$ cat config.mk
export PLATFORM = sky130hd
export DESIGN_NAME = freq_offset_and_logic_link
export DESIGN_NICKNAME = d
export VERILOG_FILES = /design/src/hw/freq_link_pkg.sv /design/src/hw/logic_link_unit.sv /design/src/hw/freq_offset_and_logic_link.sv
export SDC_FILE = /design/constraint.sdc
export NUM_CORES = 1
export LEC_CHECK = 0
export BUFFER_PORTS_ARGS = -buffer_cell sky130_fd_sc_hd__buf_2
export CORE_MARGIN = 2
export CORE_UTILIZATION = 45
export CTS_CLUSTER_SIZE = 16
export DETAILED_ROUTE_END_ITERATION = 8
export PLACE_DENSITY = 0.77
export REMOVE_ABC_BUFFERS = 1
export SYNTH_ARGS = -nofsm -noshare
export SYNTH_HDL_FRONTEND = slang
export SYNTH_SLANG_ARGS = --single-unit
$ cat constraint.sdc
create_clock -name sys_clk -period 13.2 [get_ports sys_clk]
set_clock_uncertainty 0.05 [all_clocks]
set_input_delay 2.64 -clock sys_clk [delete_from_list [all_inputs] [get_ports sys_clk]]
set_output_delay 2.64 -clock sys_clk [all_outputs]
set_load 0.02 [all_outputs]
$ cat src/hw/freq_link_pkg.sv
// Package with register map, field codes and carrier structs for the offset and logic link block.
package freq_link_pkg;

  // Frequencies are in units of 0.1 Hz, 16 bits wide.
  localparam int FREQ_W = 16;
  localparam logic [15:0] FREQ_MAX_OFFSET = 16'h0fa0;
  localparam logic [15:0] OFFSET_RESET = 16'h0000;
  localparam logic [15:0] END_FREQ_RESET = 16'h01f4;

  // Word addresses of the register map (byte address divided by four).
  localparam logic [3:0] ADDR_OFFSET_VALUE = 4'h0;
  localparam logic [3:0] ADDR_OFFSET_SIGN = 4'h1;
  localparam logic [3:0] ADDR_END_FREQ = 4'h2;
  localparam logic [3:0] ADDR_REF_SELECT = 4'h3;
  localparam logic [3:0] ADDR_INPUT_FUNC = 4'h4;
  localparam logic [3:0] ADDR_LINK_SELECT = 4'h5;
  localparam logic [3:0] ADDR_OUTPUT_ASSIGN = 4'h6;
  localparam logic [3:0] ADDR_FREQ_STATUS = 4'h7;
  localparam logic [3:0] ADDR_LINK_STATUS = 4'h8;

  // Field codes.
  localparam logic [7:0] FUNC_OFFSET_APPLY = 8'h32;
  localparam logic [1:0] SIGN_ADD = 2'h0;
  localparam logic [1:0] SIGN_SUB = 2'h1;
  localparam logic [1:0] OP_AND = 2'h0;
  localparam logic [1:0] OP_OR = 2'h1;
  localparam logic [1:0] OP_XOR = 2'h2;
  localparam logic [3:0] LINK_A_RESET = 4'h0;
  localparam logic [3:0] LINK_B_RESET = 4'h1;
  localparam logic [7:0] OUT_LINK_CODE = 8'h3f;
  localparam int NUM_INPUTS = 5;
  localparam int NUM_OUTPUTS = 3;
  localparam int NUM_REFS = 4;
  localparam int NUM_STATUS = 11;

  // Status inputs gathered from the rest of the drive.
  typedef struct packed {
    logic running;
    logic freq_reached_flag;
    logic ramp_up;
    logic ramp_down;
    logic [15:0] output_freq;
    logic [15:0] accel_freq_threshold;
    logic [15:0] decel_freq_threshold;
    logic overcurrent;
    logic pid_deviation_over;
    logic alarm_flag;
    logic voltage_ref_low;
    logic current_ref_under_4ma;
    logic actual_value_limit_flag;
    logic comm_watchdog_flag;
    logic comm_overload_flag;
  } drive_status_s;

  // Speed command leaving the offset stage.
  typedef struct packed {
    logic reverse_rotation;
    logic [15:0] freq;
  } speed_cmd_s;

endpackage : freq_link_pkg

$ cat src/hw/logic_link_unit.sv
// Selects two status signals and combines them by AND, OR or XOR.
`timescale 1ns/1ps
module logic_link_unit (
  input wire logic [10:0] status_vec,
  input wire logic [3:0] link_input_a_select,
  input wire logic [3:0] link_input_b_select,
  input wire logic [1:0] link_operation_select,
  output logic link_result
);

  // Codes above 10 pick a constant low; the unused code 09 picks status_vec[9], which the top ties low.
  function automatic logic pick(input logic [10:0] vec, input logic [3:0] code);
    pick = (code < 4'hb) ? vec[code] : 1'b0;
  endfunction : pick

  logic sig_a;
  logic sig_b;

  // Combine the two picked signals per the truth table.
  always_comb
  begin
    sig_a = pick(status_vec, link_input_a_select);
    sig_b = pick(status_vec, link_input_b_select);
    case (link_operation_select)
      freq_link_pkg::OP_AND: link_result = sig_a & sig_b;
      freq_link_pkg::OP_OR: link_result = sig_a | sig_b;
      freq_link_pkg::OP_XOR: link_result = sig_a ^ sig_b;
      default: link_result = 1'b0;
    endcase
  end

endmodule : logic_link_unit

$ cat src/hw/freq_offset_and_logic_link.sv
// Frequency offset stage and logic link with an Avalon-MM register slave.
// Contract
// - Input with function code 50 applies offset.
// - Offset applied only while that input active.
// - Stored offset up to 400 Hz, reset zero.
// - Sign code 00 adds, 01 subtracts.
// - Added result clamped to end frequency.
// - Negative difference reverses rotation, magnitude output.
// - Link follows AND, OR, XOR truth table.
// - Operation code 00 AND, 01 OR, 02 XOR.
// - Link inputs picked by code; defaults 00, 01.
// - Code 02 frequency above ramp threshold.
// - Code 03 motor current over overload threshold.
// - Code 04 PID deviation; code 05 alarm.
// - Code 06 reference loss warning.
// - Codes 07, 08, 10: limits, watchdog, comm.
// - Link result routable to three outputs.
//
// Decided for this implementation: register access over Avalon-MM and the register offsets.
`timescale 1ns/1ps
module freq_offset_and_logic_link (
  input wire logic sys_clk,
  input wire logic rst,
  input wire logic [3:0] avs_address,
  input wire logic avs_read,
  input wire logic avs_write,
  input wire logic [31:0] avs_writedata,
  input wire logic [3:0] avs_byteenable,
  output logic [31:0] avs_readdata,
  output logic avs_waitrequest,
  input wire logic [4:0] digital_in,
  input wire logic [63:0] reference_sources,
  input wire logic [7:0] other_output_sources,
  input wire freq_link_pkg::drive_status_s drive_status,
  output freq_link_pkg::speed_cmd_s speed_cmd,
  output logic [2:0] digital_out
);

  // Configuration registers.
  logic [15:0] offset_value_param;
  logic [1:0] offset_sign_param;
  logic [15:0] end_frequency_param;
  logic [1:0] reference_source_select;
  logic [39:0] input_function_select;
  logic [3:0] link_input_a_select;
  logic [3:0] link_input_b_select;
  logic [1:0] link_operation_select;
  logic [23:0] output_assign;
  logic [15:0] next_offset_value_param;
  logic [1:0] next_offset_sign_param;
  logic [15:0] next_end_frequency_param;
  logic [1:0] next_reference_source_select;
  logic [39:0] next_input_function_select;
  logic [3:0] next_link_input_a_select;
  logic [3:0] next_link_input_b_select;
  logic [1:0] next_link_operation_select;
  logic [23:0] next_output_assign;
  logic [31:0] next_readdata;
  logic next_waitrequest;
  logic ack_phase;
  logic next_ack_phase;

  // Merge the enabled byte lanes of a write into an old word.
  function automatic logic [31:0] merge(input logic [31:0] old, input logic [31:0] wd, input logic [3:0] be);
    merge = old;
    for (int i = 0; i < 4; i++)
      if (be[i])
        merge[i*8 +: 8] = wd[i*8 +: 8];
  endfunction : merge

  // Datapath state.
  freq_link_pkg::speed_cmd_s next_speed_cmd;
  logic [2:0] next_digital_out;
  logic [15:0] base_ref;
  logic [15:0] next_base_ref;
  logic apply;
  logic next_apply;
  logic [10:0] status_vec;
  logic link_result;
  logic [31:0] wr_word;
  logic [31:0] rd_word;

  // Status vector, bit index equals the selection code; bit 9 is unused.
  always_comb
  begin
    status_vec[0] = drive_status.running;
    status_vec[1] = drive_status.freq_reached_flag;
    status_vec[2] = (drive_status.ramp_up && drive_status.output_freq > drive_status.accel_freq_threshold)
      || (drive_status.ramp_down && drive_status.output_freq > drive_status.decel_freq_threshold);
    status_vec[3] = drive_status.overcurrent;
    status_vec[4] = drive_status.pid_deviation_over;
    status_vec[5] = drive_status.alarm_flag;
    status_vec[6] = drive_status.voltage_ref_low | drive_status.current_ref_under_4ma;
    status_vec[7] = drive_status.actual_value_limit_flag;
    status_vec[8] = drive_status.comm_watchdog_flag;
    status_vec[9] = 1'b0;
    status_vec[10] = drive_status.comm_overload_flag;
  end

  logic_link_unit link_inst (
    .status_vec(status_vec),
    .link_input_a_select(link_input_a_select),
    .link_input_b_select(link_input_b_select),
    .link_operation_select(link_operation_select),
    .link_result(link_result)
  );

  // Read mux of the register map; unmapped words read zero.
  always_comb
  begin
    case (avs_address)
      freq_link_pkg::ADDR_OFFSET_VALUE: rd_word = {16'h0000, offset_value_param};
      freq_link_pkg::ADDR_OFFSET_SIGN: rd_word = {30'h00000000, offset_sign_param};
      freq_link_pkg::ADDR_END_FREQ: rd_word = {16'h0000, end_frequency_param};
      freq_link_pkg::ADDR_REF_SELECT: rd_word = {30'h00000000, reference_source_select};
      freq_link_pkg::ADDR_INPUT_FUNC: rd_word = input_function_select[31:0];
      freq_link_pkg::ADDR_LINK_SELECT: rd_word = {8'h00, input_function_select[39:32], 6'h00,
                                                  link_operation_select, link_input_b_select, link_input_a_select};
      freq_link_pkg::ADDR_OUTPUT_ASSIGN: rd_word = {8'h00, output_assign};
      freq_link_pkg::ADDR_FREQ_STATUS: rd_word = {14'h0000, apply, speed_cmd.reverse_rotation, speed_cmd.freq};
      freq_link_pkg::ADDR_LINK_STATUS: rd_word = {17'h00000, link_result, 3'h0, status_vec};
      default: rd_word = 32'h00000000;
    endcase
  end

  // Register writes and the one-wait-state handshake: waitrequest drops one cycle after the request.
  always_comb
  begin
    next_offset_value_param = offset_value_param;
    next_offset_sign_param = offset_sign_param;
    next_end_frequency_param = end_frequency_param;
    next_reference_source_select = reference_source_select;
    next_input_function_select = input_function_select;
    next_link_input_a_select = link_input_a_select;
    next_link_input_b_select = link_input_b_select;
    next_link_operation_select = link_operation_select;
    next_output_assign = output_assign;
    next_readdata = avs_readdata;
    wr_word = merge(rd_word, avs_writedata, avs_byteenable);
    next_ack_phase = (avs_read | avs_write) & ~ack_phase;
    next_waitrequest = ~next_ack_phase;
    if (avs_read && !ack_phase)
      next_readdata = rd_word;
    if (avs_write && ack_phase)
    begin
      case (avs_address)
        freq_link_pkg::ADDR_OFFSET_VALUE:
          // Values above 400 Hz saturate so the stored offset stays in range.
          next_offset_value_param = (wr_word[15:0] > freq_link_pkg::FREQ_MAX_OFFSET)
                                  ? freq_link_pkg::FREQ_MAX_OFFSET : wr_word[15:0];
        freq_link_pkg::ADDR_OFFSET_SIGN: next_offset_sign_param = wr_word[1:0];
        freq_link_pkg::ADDR_END_FREQ: next_end_frequency_param = wr_word[15:0];
        freq_link_pkg::ADDR_REF_SELECT: next_reference_source_select = wr_word[1:0];
        freq_link_pkg::ADDR_INPUT_FUNC: next_input_function_select[31:0] = wr_word;
        freq_link_pkg::ADDR_LINK_SELECT:
        begin
          next_link_input_a_select = wr_word[3:0];
          next_link_input_b_select = wr_word[7:4];
          next_link_operation_select = wr_word[9:8];
          next_input_function_select[39:32] = wr_word[23:16];
        end
        freq_link_pkg::ADDR_OUTPUT_ASSIGN: next_output_assign = wr_word[23:0];
        default: next_ack_phase = 1'b0;
      endcase
      next_ack_phase = 1'b0;
    end
  end

  // Offset datapath: reference pick, apply detection, add with clamp or subtract with reversal.
  always_comb
  begin
    next_base_ref = reference_sources[reference_source_select*16 +: 16];
    next_apply = 1'b0;
    for (int i = 0; i < freq_link_pkg::NUM_INPUTS; i++)
      if (input_function_select[i*8 +: 8] == freq_link_pkg::FUNC_OFFSET_APPLY && digital_in[i])
        next_apply = 1'b1;
    next_speed_cmd.reverse_rotation = 1'b0;
    next_speed_cmd.freq = base_ref;
    if (apply)
    begin
      if (offset_sign_param == freq_link_pkg::SIGN_SUB)
      begin
        if (offset_value_param > base_ref)
        begin
          next_speed_cmd.reverse_rotation = 1'b1;
          next_speed_cmd.freq = offset_value_param - base_ref;
        end
        else
          next_speed_cmd.freq = base_ref - offset_value_param;
      end
      else
      begin
        // A 17-bit sum keeps the carry so the clamp cannot be fooled by wrap-around.
        if ({1'b0, base_ref} + {1'b0, offset_value_param} > {1'b0, end_frequency_param})
          next_speed_cmd.freq = end_frequency_param;
        else
          next_speed_cmd.freq = base_ref + offset_value_param;
      end
    end
  end

  // Output routing: each output shows the link result when assigned its code.
  generate
    for (genvar k = 0; k < freq_link_pkg::NUM_OUTPUTS; k++)
    begin : g_out
      assign next_digital_out[k] = (output_assign[k*8 +: 8] == freq_link_pkg::OUT_LINK_CODE)
                                 ? link_result : other_output_sources[k];
    end
  endgenerate

  // State registers.
  always_ff @(posedge sys_clk or posedge rst)
  begin
    if (rst)
    begin
      offset_value_param <= freq_link_pkg::OFFSET_RESET;
      offset_sign_param <= freq_link_pkg::SIGN_ADD;
      end_frequency_param <= freq_link_pkg::END_FREQ_RESET;
      reference_source_select <= 2'h0;
      input_function_select <= 40'h0000000000;
      link_input_a_select <= freq_link_pkg::LINK_A_RESET;
      link_input_b_select <= freq_link_pkg::LINK_B_RESET;
      link_operation_select <= freq_link_pkg::OP_AND;
      output_assign <= 24'h000000;
      avs_readdata <= 32'h00000000;
      avs_waitrequest <= 1'b1;
      ack_phase <= 1'b0;
      base_ref <= 16'h0000;
      apply <= 1'b0;
      speed_cmd <= '0;
      digital_out <= 3'h0;
    end
    else
    begin
      offset_value_param <= next_offset_value_param;
      offset_sign_param <= next_offset_sign_param;
      end_frequency_param <= next_end_frequency_param;
      reference_source_select <= next_reference_source_select;
      input_function_select <= next_input_function_select;
      link_input_a_select <= next_link_input_a_select;
      link_input_b_select <= next_link_input_b_select;
      link_operation_select <= next_link_operation_select;
      output_assign <= next_output_assign;
      avs_readdata <= next_readdata;
      avs_waitrequest <= next_waitrequest;
      ack_phase <= next_ack_phase;
      base_ref <= next_base_ref;
      apply <= next_apply;
      speed_cmd <= next_speed_cmd;
      digital_out <= next_digital_out;
    end
  end

endmodule : freq_offset_and_logic_link

# [Word level (Yosys, flattened, before mapping)]
# Index checks and enable logic that the tools add are counted.
[totals] regBits=181 in_bits=181 out_inout_bits=53 elab_cells=107
[op_classes] add_sub_neg=4 n_lt_le_gt_ge=9 eq_ne=19 shifts=1 muxes=28 bitwise_logic=8 reduce_logical=20
[ops] operator="$pmux 32 s9" n=1
[ops] operator="$eq 8x6->1 const B" n=8
[ops] operator="$mux 16" n=4
[ops] operator="$shiftx 64x7->16" n=1
[ops] operator="$gt 16x16->1" n=3
[ops] operator="$mux 8" n=4
[ops] operator="$sub 16x16->16" n=2
[ops] operator="$add 16x16->17" n=1
[ops] operator="$gt 17x16->1" n=1
[ops] operator="$mux 17" n=1
[ops] operator="$add 16x16->16" n=1
[ops] operator="$eq 4x3->1 const B" n=4
[ops] operator="$gt 16x12->1 const B" n=1
[ops] operator="$mux 1" n=15
[ops] operator="$reduce_and 2->1" n=7
[ops] operator="$lt 4x5->1 const B" n=2
[ops] operator="$logic_and 1x1->1" n=9
[ops] operator="$bmux 1 s4" n=2
[ops] operator="$eq 4x2->1 const B" n=2
[ops] operator="$lt 4x4->1 const B" n=2
[ops] operator="$eq 2x1->1 const B" n=2
[ops] operator="$eq 4x1->1 const B" n=1
[ops] operator="$eq 4x4->1 const B" n=1
[ops] operator="$logic_not 4->1" n=1
[ops] operator="other kinds (9)" n=13

# [Depth between registers and ports, before layout]
[depth] ltp_word=12 ltp_mapped=21 depth_no_buf=19

# [Hierarchy]
# From an unflattened synthesis, not the netlist that was laid out.
[unflattened] cells_unflattened=1292 hier_area_um2=12279.3
[modules_own_cells] mod="freq_offset_and_logic_link" n_inst=1 cells_per_inst=1268 area_each_um2=12016.5 seq_area_each_um2=4539.4
[modules_own_cells] mod="logic_link_unit" n_inst=1 cells_per_inst=24 area_each_um2=262.8 seq_area_each_um2=0.0

# [Least setup slack after synthesis]
# No wires, ideal clock.
[synth_timing] path_type="input port to flip-flop" startpoint="input drive_status[23] (netlist name)" endpoint="register offset_value_param[6]" setup_ns=0.083 arrival_time_ns=6.209 required_ns=13.067 slack_ns=6.858 cell_stages=16 path_buffers=0 path_cell_list="inv_1 > ha_1 > nand4_1 > or2_2 > o31a_1 > a32o_1 > mux4_2 > a21oi_1 > ha_1 > mux2i_1 > o21ai_0 > a221o_1 > mux2_2 > nor4_4 > o21ai_0 > o22ai_1"
[synth_via] elab_chain_len=12 word_cells_on_any_way=18 classes_between="2 x order compare; 11 x mux; 3 x bitwise; 2 x reduce/logical"
[synth_rtl] item="from (decl)" line="freq_offset_and_logic_link.sv:34" rtl="input wire freq_link_pkg::drive_status_s drive_status,"
[synth_rtl] item="$gt 16x16->1 (*)" line="freq_offset_and_logic_link.sv:89" rtl="|| (drive_status.ramp_down && drive_status.output_freq > drive_status.decel_freq_threshold);"
[synth_rtl] item="$logic_and 1x1->1 (*)" line="freq_offset_and_logic_link.sv:89"
[synth_rtl] item="$logic_or 1x1->1 (*)" line="freq_offset_and_logic_link.sv:89"
[synth_rtl] item="$bmux 1 s4" line="logic_link_unit.sv:13" rtl="pick = (code < 4'hb) ? vec[code] : 1'b0;"
[synth_rtl] item="$mux 1 (not written as such)" line="logic_link_unit.sv:13"
[synth_rtl] item="$mux 1" line="logic_link_unit.sv:13"
[synth_rtl] item="$xor 1x1->1, or another cell as far along" line="logic_link_unit.sv:27" rtl="freq_link_pkg::OP_XOR: link_result = sig_a ^ sig_b;"
[synth_rtl] item="$pmux 1 s3" line="logic_link_unit.sv:24" rtl="case (link_operation_select)"
[synth_rtl] item="$pmux 32 s9 (*)" line="freq_offset_and_logic_link.sv:111" rtl="case (avs_address)"
[synth_rtl] item="$mux 8" line="freq_offset_and_logic_link.sv:67" rtl="if (be[i])"
[synth_rtl] item="$gt 16x12->1 (*)" line="freq_offset_and_logic_link.sv:149" rtl="next_offset_value_param = (wr_word[15:0] > freq_link_pkg::FREQ_MAX_OFFSET)"
[synth_rtl] item="$mux 16 (*)" line="freq_offset_and_logic_link.sv:150" rtl="? freq_link_pkg::FREQ_MAX_OFFSET : wr_word[15:0];"
[synth_rtl] item="to (signal assigned)" line="freq_offset_and_logic_link.sv:216" rtl="offset_value_param <= freq_link_pkg::OFFSET_RESET;"
[synth_rtl] item="to (signal assigned)" line="freq_offset_and_logic_link.sv:235" rtl="offset_value_param <= next_offset_value_param;"
[synth_rtl] item="to (decl)" line="freq_offset_and_logic_link.sv:40" rtl="logic [15:0] offset_value_param;"
# Every way passes the cells marked *; elsewhere a longest branch is shown, timed or not. The select of a mux whose other input is x is not followed.
# A chain may end at the register's enable or synchronous reset.

# [Worst setup path in the final report]
[layout_timing] startpoint="input drive_status[17] (netlist name)" endpoint="register offset_value_param[0]"
# Same word-level chain as after synthesis.

==> Implementation_results.wiki <==
{| class="wikitable"
! Metric !! Value
|-
| Result of the run || finished, final reports clean
|-
| Worst slew margin relative to its limit || 20.4%
|-
| Sequential-to-total area share from yosys stat || 35.5%
|-
| DRC Markers || 0
|-
| Power per cell area || between 150 and 200 nW/µm²
|-
| Register bit count reported by yosys || ~180
|-
| Crit path arrival time || roughly 7 ns
|-
| DRT antenna net count || 0
|-
| Number of buffers created by CTS || 17
|-
| Layout overhead on the synthesized area || 15.7%
|-
| Total detailed-routing wirelength || just under 40000 µm
|-
| Number of global-route vias before repair || ~12000
|-
| Highest ir drop seen on vdd || 98.9 µV
|-
| Portion of netlist area occupied by mux cells || between 10% and 20%
|-
| Routed length per instance || ~20 µm
|-
| R2r worst-path depth || 17
|-
| Count of buffers from port buffering || ~230
|-
| Fraction of the mapped netlist area in compound gates || 19.9%
|-
| Total chip power || between 2 and 3 mW
|-
| Post-synth EDFFs || 0
|-
| Clock Sink Count || 181
|-
| Leftover overflow at the end of global routing || 0
|-
| Launching element type of the critical path || input port
|-
| Cell chosen for the clock root || clkbuf_16
|-
| Gr usage total || around a quarter
|-
| DP Cell Count || roughly 1900
|-
| Count of hold buffers inserted by post-cts repair || 0
|-
| Minimum setup slack among reg-to-reg paths || 7.88 ns
|-
| First-pass GRT wire length || approximately 62000 µm
|-
| Starting Density || between 40% and 50%
|-
| Site Rows || a little over 60
|-
| Antenna violations before repair || 2
|-
| Area of the placeable core || ~28000 µm²
|-
| CP Capture Point || offset_value_param[0]$_DFFE_PP0P_
|-
| Gate count of the mapped netlist || 1385
|-
| Hold_ws || about 0.43 ns
|-
| Reg-to-reg critical path startpoint || offset_value_param[2]$_DFFE_PP0P_
|-
| Time the final worst path needs with I/O delays and setup || about 6.7 ns
|-
| Number of gates resized after cts || 0
|-
| CTS clock-pin slew for the worst setup and hold paths || about 0.080 ns
|-
| Number of detailed-routing iterations run before antenna repair || 7
|-
| Final period util || between 50% and 60%
|-
| Area of the mapped netlist || about 13000 µm²
|-
| Main combinational cell family by area after synthesis || compound AO/OA/AOI/OAI gates
|-
| Critical path endpoint category || register
|-
| Number of nets in the layout || between 1500 and 2000
|-
| Total of endpoints with negative setup slack in the final report || 0
|-
| Share of post-route cells with drive strength above 1 || about a quarter
|-
| Number of max-slew violations in the final report || 0
|-
| Yosys synthesis warning count || 0
|-
| Setup TNS || 0 ns
|-
| Max Root-Sink Buffers || 2
|-
| X dimension of the die || ~170 µm
|-
| Source-to-sink clock delay at the later pin of the worst-skew pair || 0.45 ns
|-
| Worst setup path startpoint || drive_status[17]
|-
| Maximum level of the CTS H-tree || 4
|-
| Critical Path Fanout Max || 5
|-
| Vias per inst || ~6
|-
| Initial detailed-routing violation count || between 1000 and 1500
|-
| CTS tree || done
|-
| Endpoint required time on the critical path || between 10 and 15 ns
|-
| Max Cap Violations || 0
|-
| Non-Filler Instances || about 2000
|-
| Fraction of the mapped netlist area in adder cells || under 10%
|-
| Fillers || 2607
|-
| Mean post-synth cell area || around 9 µm²
|-
| Transition time of the tightest slew-check pin || about 1.2 ns
|-
| Fmax achieved || between 0.1 and 0.15 GHz
|-
| Die outline height || 173 µm
|-
| Floorplan die area || 29800 µm²
|-
| Number of setup buffers added after CTS || 0
|-
| Post-synthesis simple-gate area fraction || around 17%
|-
| Proportion of register bits with asynchronous set or reset after synthesis || 100%
|-
| Class of the tightest hold or removal check || reg -> reg
|-
| Number of distinct library cells after synthesis || 95
|-
| Boundary pin count || 234
|-
| RSZ-0062 raised after global routing || no
|-
| Final RePlAce weighted congestion || 0.947
|-
| Worst reg2reg endpoint || speed_cmd[7]$_DFF_PP0_
|-
| Sum of net half-perimeters after detailed placement || 30000 µm
|-
| Xor and xnor area share after synthesis || 1.16%
|-
| Startpoint-to-endpoint class of the critical path || in -> reg
|-
| Final hold violation count || 0
|-
| P_leak || around 7 nW
|-
| Leading register cell type out of synthesis || dfrtp_1
|-
| Pin count of the biggest net entering global routing || around 110
|-
| Via count || between 10000 and 15000
|}
state kept, by name, indices dropped and copies added, names as in the netlist:
name / cells
output_assign: 24
avs_readdata: 32
base_ref: 16
avs_waitrequest: 1
apply: 1
input_function_select: 40
link_input_b_select: 4
ack_phase: 1
link_input_a_select: 4
digital_out: 3
offset_value_param: 16
offset_sign_param: 2
reference_source_select: 2
link_operation_select: 2
end_frequency_param: 16
speed_cmd: 17
synthesized netlist by cell type (6+ instances only):
| library cell | instances | area share [%] |
|---|---|---|
| dfrtp_1 | 173 | 34 |
| o21ai_0 | 132 | 5.2 |
| o22ai_1 | 9 | 0.44 |
| inv_1 | 94 | 2.8 |
| a21oi_1 | 59 | 2.3 |
| nand4_1 | 19 | 0.93 |
| and3_1 | 9 | 0.44 |
| nor4_1 | 8 | 0.39 |
| mux2i_1 | 47 | 3.7 |
| buf_6 | 6 | 0.53 |
| o21a_1 | 6 | 0.35 |
| xnor2_1 | 14 | 0.96 |
| or3_1 | 9 | 0.44 |
| ha_1 | 97 | 9.5 |
| a21o_1 | 34 | 2.0 |
| nor3b_1 | 6 | 0.35 |
| buf_2 | 19 | 0.74 |
| a22oi_1 | 20 | 1.2 |
| nor2b_1 | 14 | 0.68 |
| o211ai_1 | 14 | 0.82 |
| a31oi_1 | 7 | 0.34 |
| mux4_2 | 27 | 4.7 |
| nand2b_1 | 16 | 0.78 |
| nor2_1 | 75 | 2.2 |
| nand3_1 | 23 | 0.90 |
| o21bai_1 | 9 | 0.53 |
| o21ai_1 | 7 | 0.27 |
| a22o_1 | 12 | 0.82 |
| a211oi_1 | 12 | 0.70 |
| a2bb2oi_1 | 6 | 0.41 |
| clkbuf_1 | 46 | 1.3 |
| and2_1 | 7 | 0.34 |
| mux2_2 | 29 | 2.6 |
| nand2_1 | 171 | 5.0 |
| nor3_1 | 20 | 0.78 |
| a221o_1 | 6 | 0.47 |
| dfstp_2 | 8 | 1.6 |
cells in the final DEF (no fill, tap or decap), types with 13 or more instances in the layout:
| cell type | Yosys | final |
|---|---|---|
| dfrtp_1 | 173 | 173 |
| clkbuf_16 | 0 | 17 |
| mux4_2 | 27 | 27 |
| o211ai_1 | 14 | 14 |
| buf_2 | 19 | 228 |
| a21o_1 | 34 | 34 |
| nor2b_1 | 14 | 14 |
| nor3_1 | 20 | 20 |
| o21ai_0 | 132 | 132 |
| nor2_1 | 75 | 75 |
| buf_4 | 2 | 13 |
| ha_1 | 97 | 97 |
| nand3_1 | 23 | 23 |
| a21oi_1 | 59 | 59 |
| nand2b_1 | 16 | 15 |
| mux2_2 | 29 | 29 |
| mux2i_1 | 47 | 47 |
| inv_1 | 94 | 93 |
| xnor2_1 | 14 | 14 |
| nand2_1 | 171 | 171 |
| a22oi_1 | 20 | 20 |
| nand4_1 | 19 | 19 |
layer usage:
layer / routed length (µm) / global-route usage, % / share of wire [%]
met2: 18300 / 43.6 / 47
met3: 2760 / 3.91 / 7.1
met5: 0 / 0 / 0
met1: 16400 / 33.7 / 42
met4: 1380 / 10.2 / 3.6
report_power, final:
part	switching, mW	leakage [nW]	internal [mW]	total, mW
clock network	0.274	0.306	0.266	0.539
logic	0.813	4.45	0.545	1.36
registers	0.120	2.30	0.658	0.777
through the flow:
| stage | cell area, µm² | setup WS [ns] | utilization (%) |
|---|---|---|---|
| 6_report | 14800 | 6.50 | 53.0 |
| 5_1_grt | 14800 | 6.25 | 53.0 |
| 4_1_cts | 14800 | 6.47 | 53.0 |
| 3_5_place_dp | 14200 | 6.03 | 50.7 |
| 3_3_place_gp | 14200 | 6.05 | 50.7 |
| 2_1_floorplan | 12400 | 5.61 | - |
critical path, stage by stage:
cell      delay (ns)
buf_2           0.08
inv_1           0.04
ha_1            0.30
a21o_1          0.16
a21o_1          0.16
a21oi_1         0.20
o22a_1          0.17
o311ai_0        0.12
a32o_1          0.29
mux4_2          0.50
a21oi_1         0.19
ha_1            0.25
mux2i_1         0.12
o21ai_0         0.16
a221o_1         0.40
mux2_2          0.32
nor4_1          0.54
nand2_2         0.20
o22ai_1         0.17
cell families after synthesis:
| group | count (synthesis) |
|---|---|
| xor gates and xnor gates | 17 |
| muxes | 104 |
| AOI/OAI and AO/OA | 387 |
| buffers and inverters | 173 |
| adders and majority gates | 100 |
| and+or+nand+nor | 423 |
| DFF | 181 |
worst min-delay path by stage:
| stage | from | end | slack, ns | depth (start not counted) |
|---|---|---|---|---|
| finish | avs_readdata[22]$_DFFE_PP0P_ | avs_readdata[22]$_DFFE_PP0P_ | 0.43 | 2 |
| global route | avs_readdata[18]$_DFFE_PP0P_ | avs_readdata[18]$_DFFE_PP0P_ | 0.46 | 2 |
| CTS | avs_readdata[18]$_DFFE_PP0P_ | avs_readdata[18]$_DFFE_PP0P_ | 0.43 | 2 |
| detailed placement | avs_readdata[18]$_DFFE_PP0P_ | avs_readdata[18]$_DFFE_PP0P_ | 0.42 | 2 |
| global placement | avs_readdata[18]$_DFFE_PP0P_ | avs_readdata[18]$_DFFE_PP0P_ | 0.41 | 2 |
| floorplan | end_frequency_param[14]$_DFFE_PP0P_ | end_frequency_param[14]$_DFFE_PP0P_ | 0.40 | 2 |
final cells by class:
cell class	count	area (µm²)	share of cell area (%)
inverters	97	372	2.51
well taps	378	473	3.19
multi-input cells	1031	7550	51.0
clock inverters	15	211	1.43
flip-flops and latches	181	4540	30.6
repair buffers	241	1240	8.36
clock buffers	17	425	2.87
diodes	2	5.00	0.0338
(Power assumes the default switching activity.)
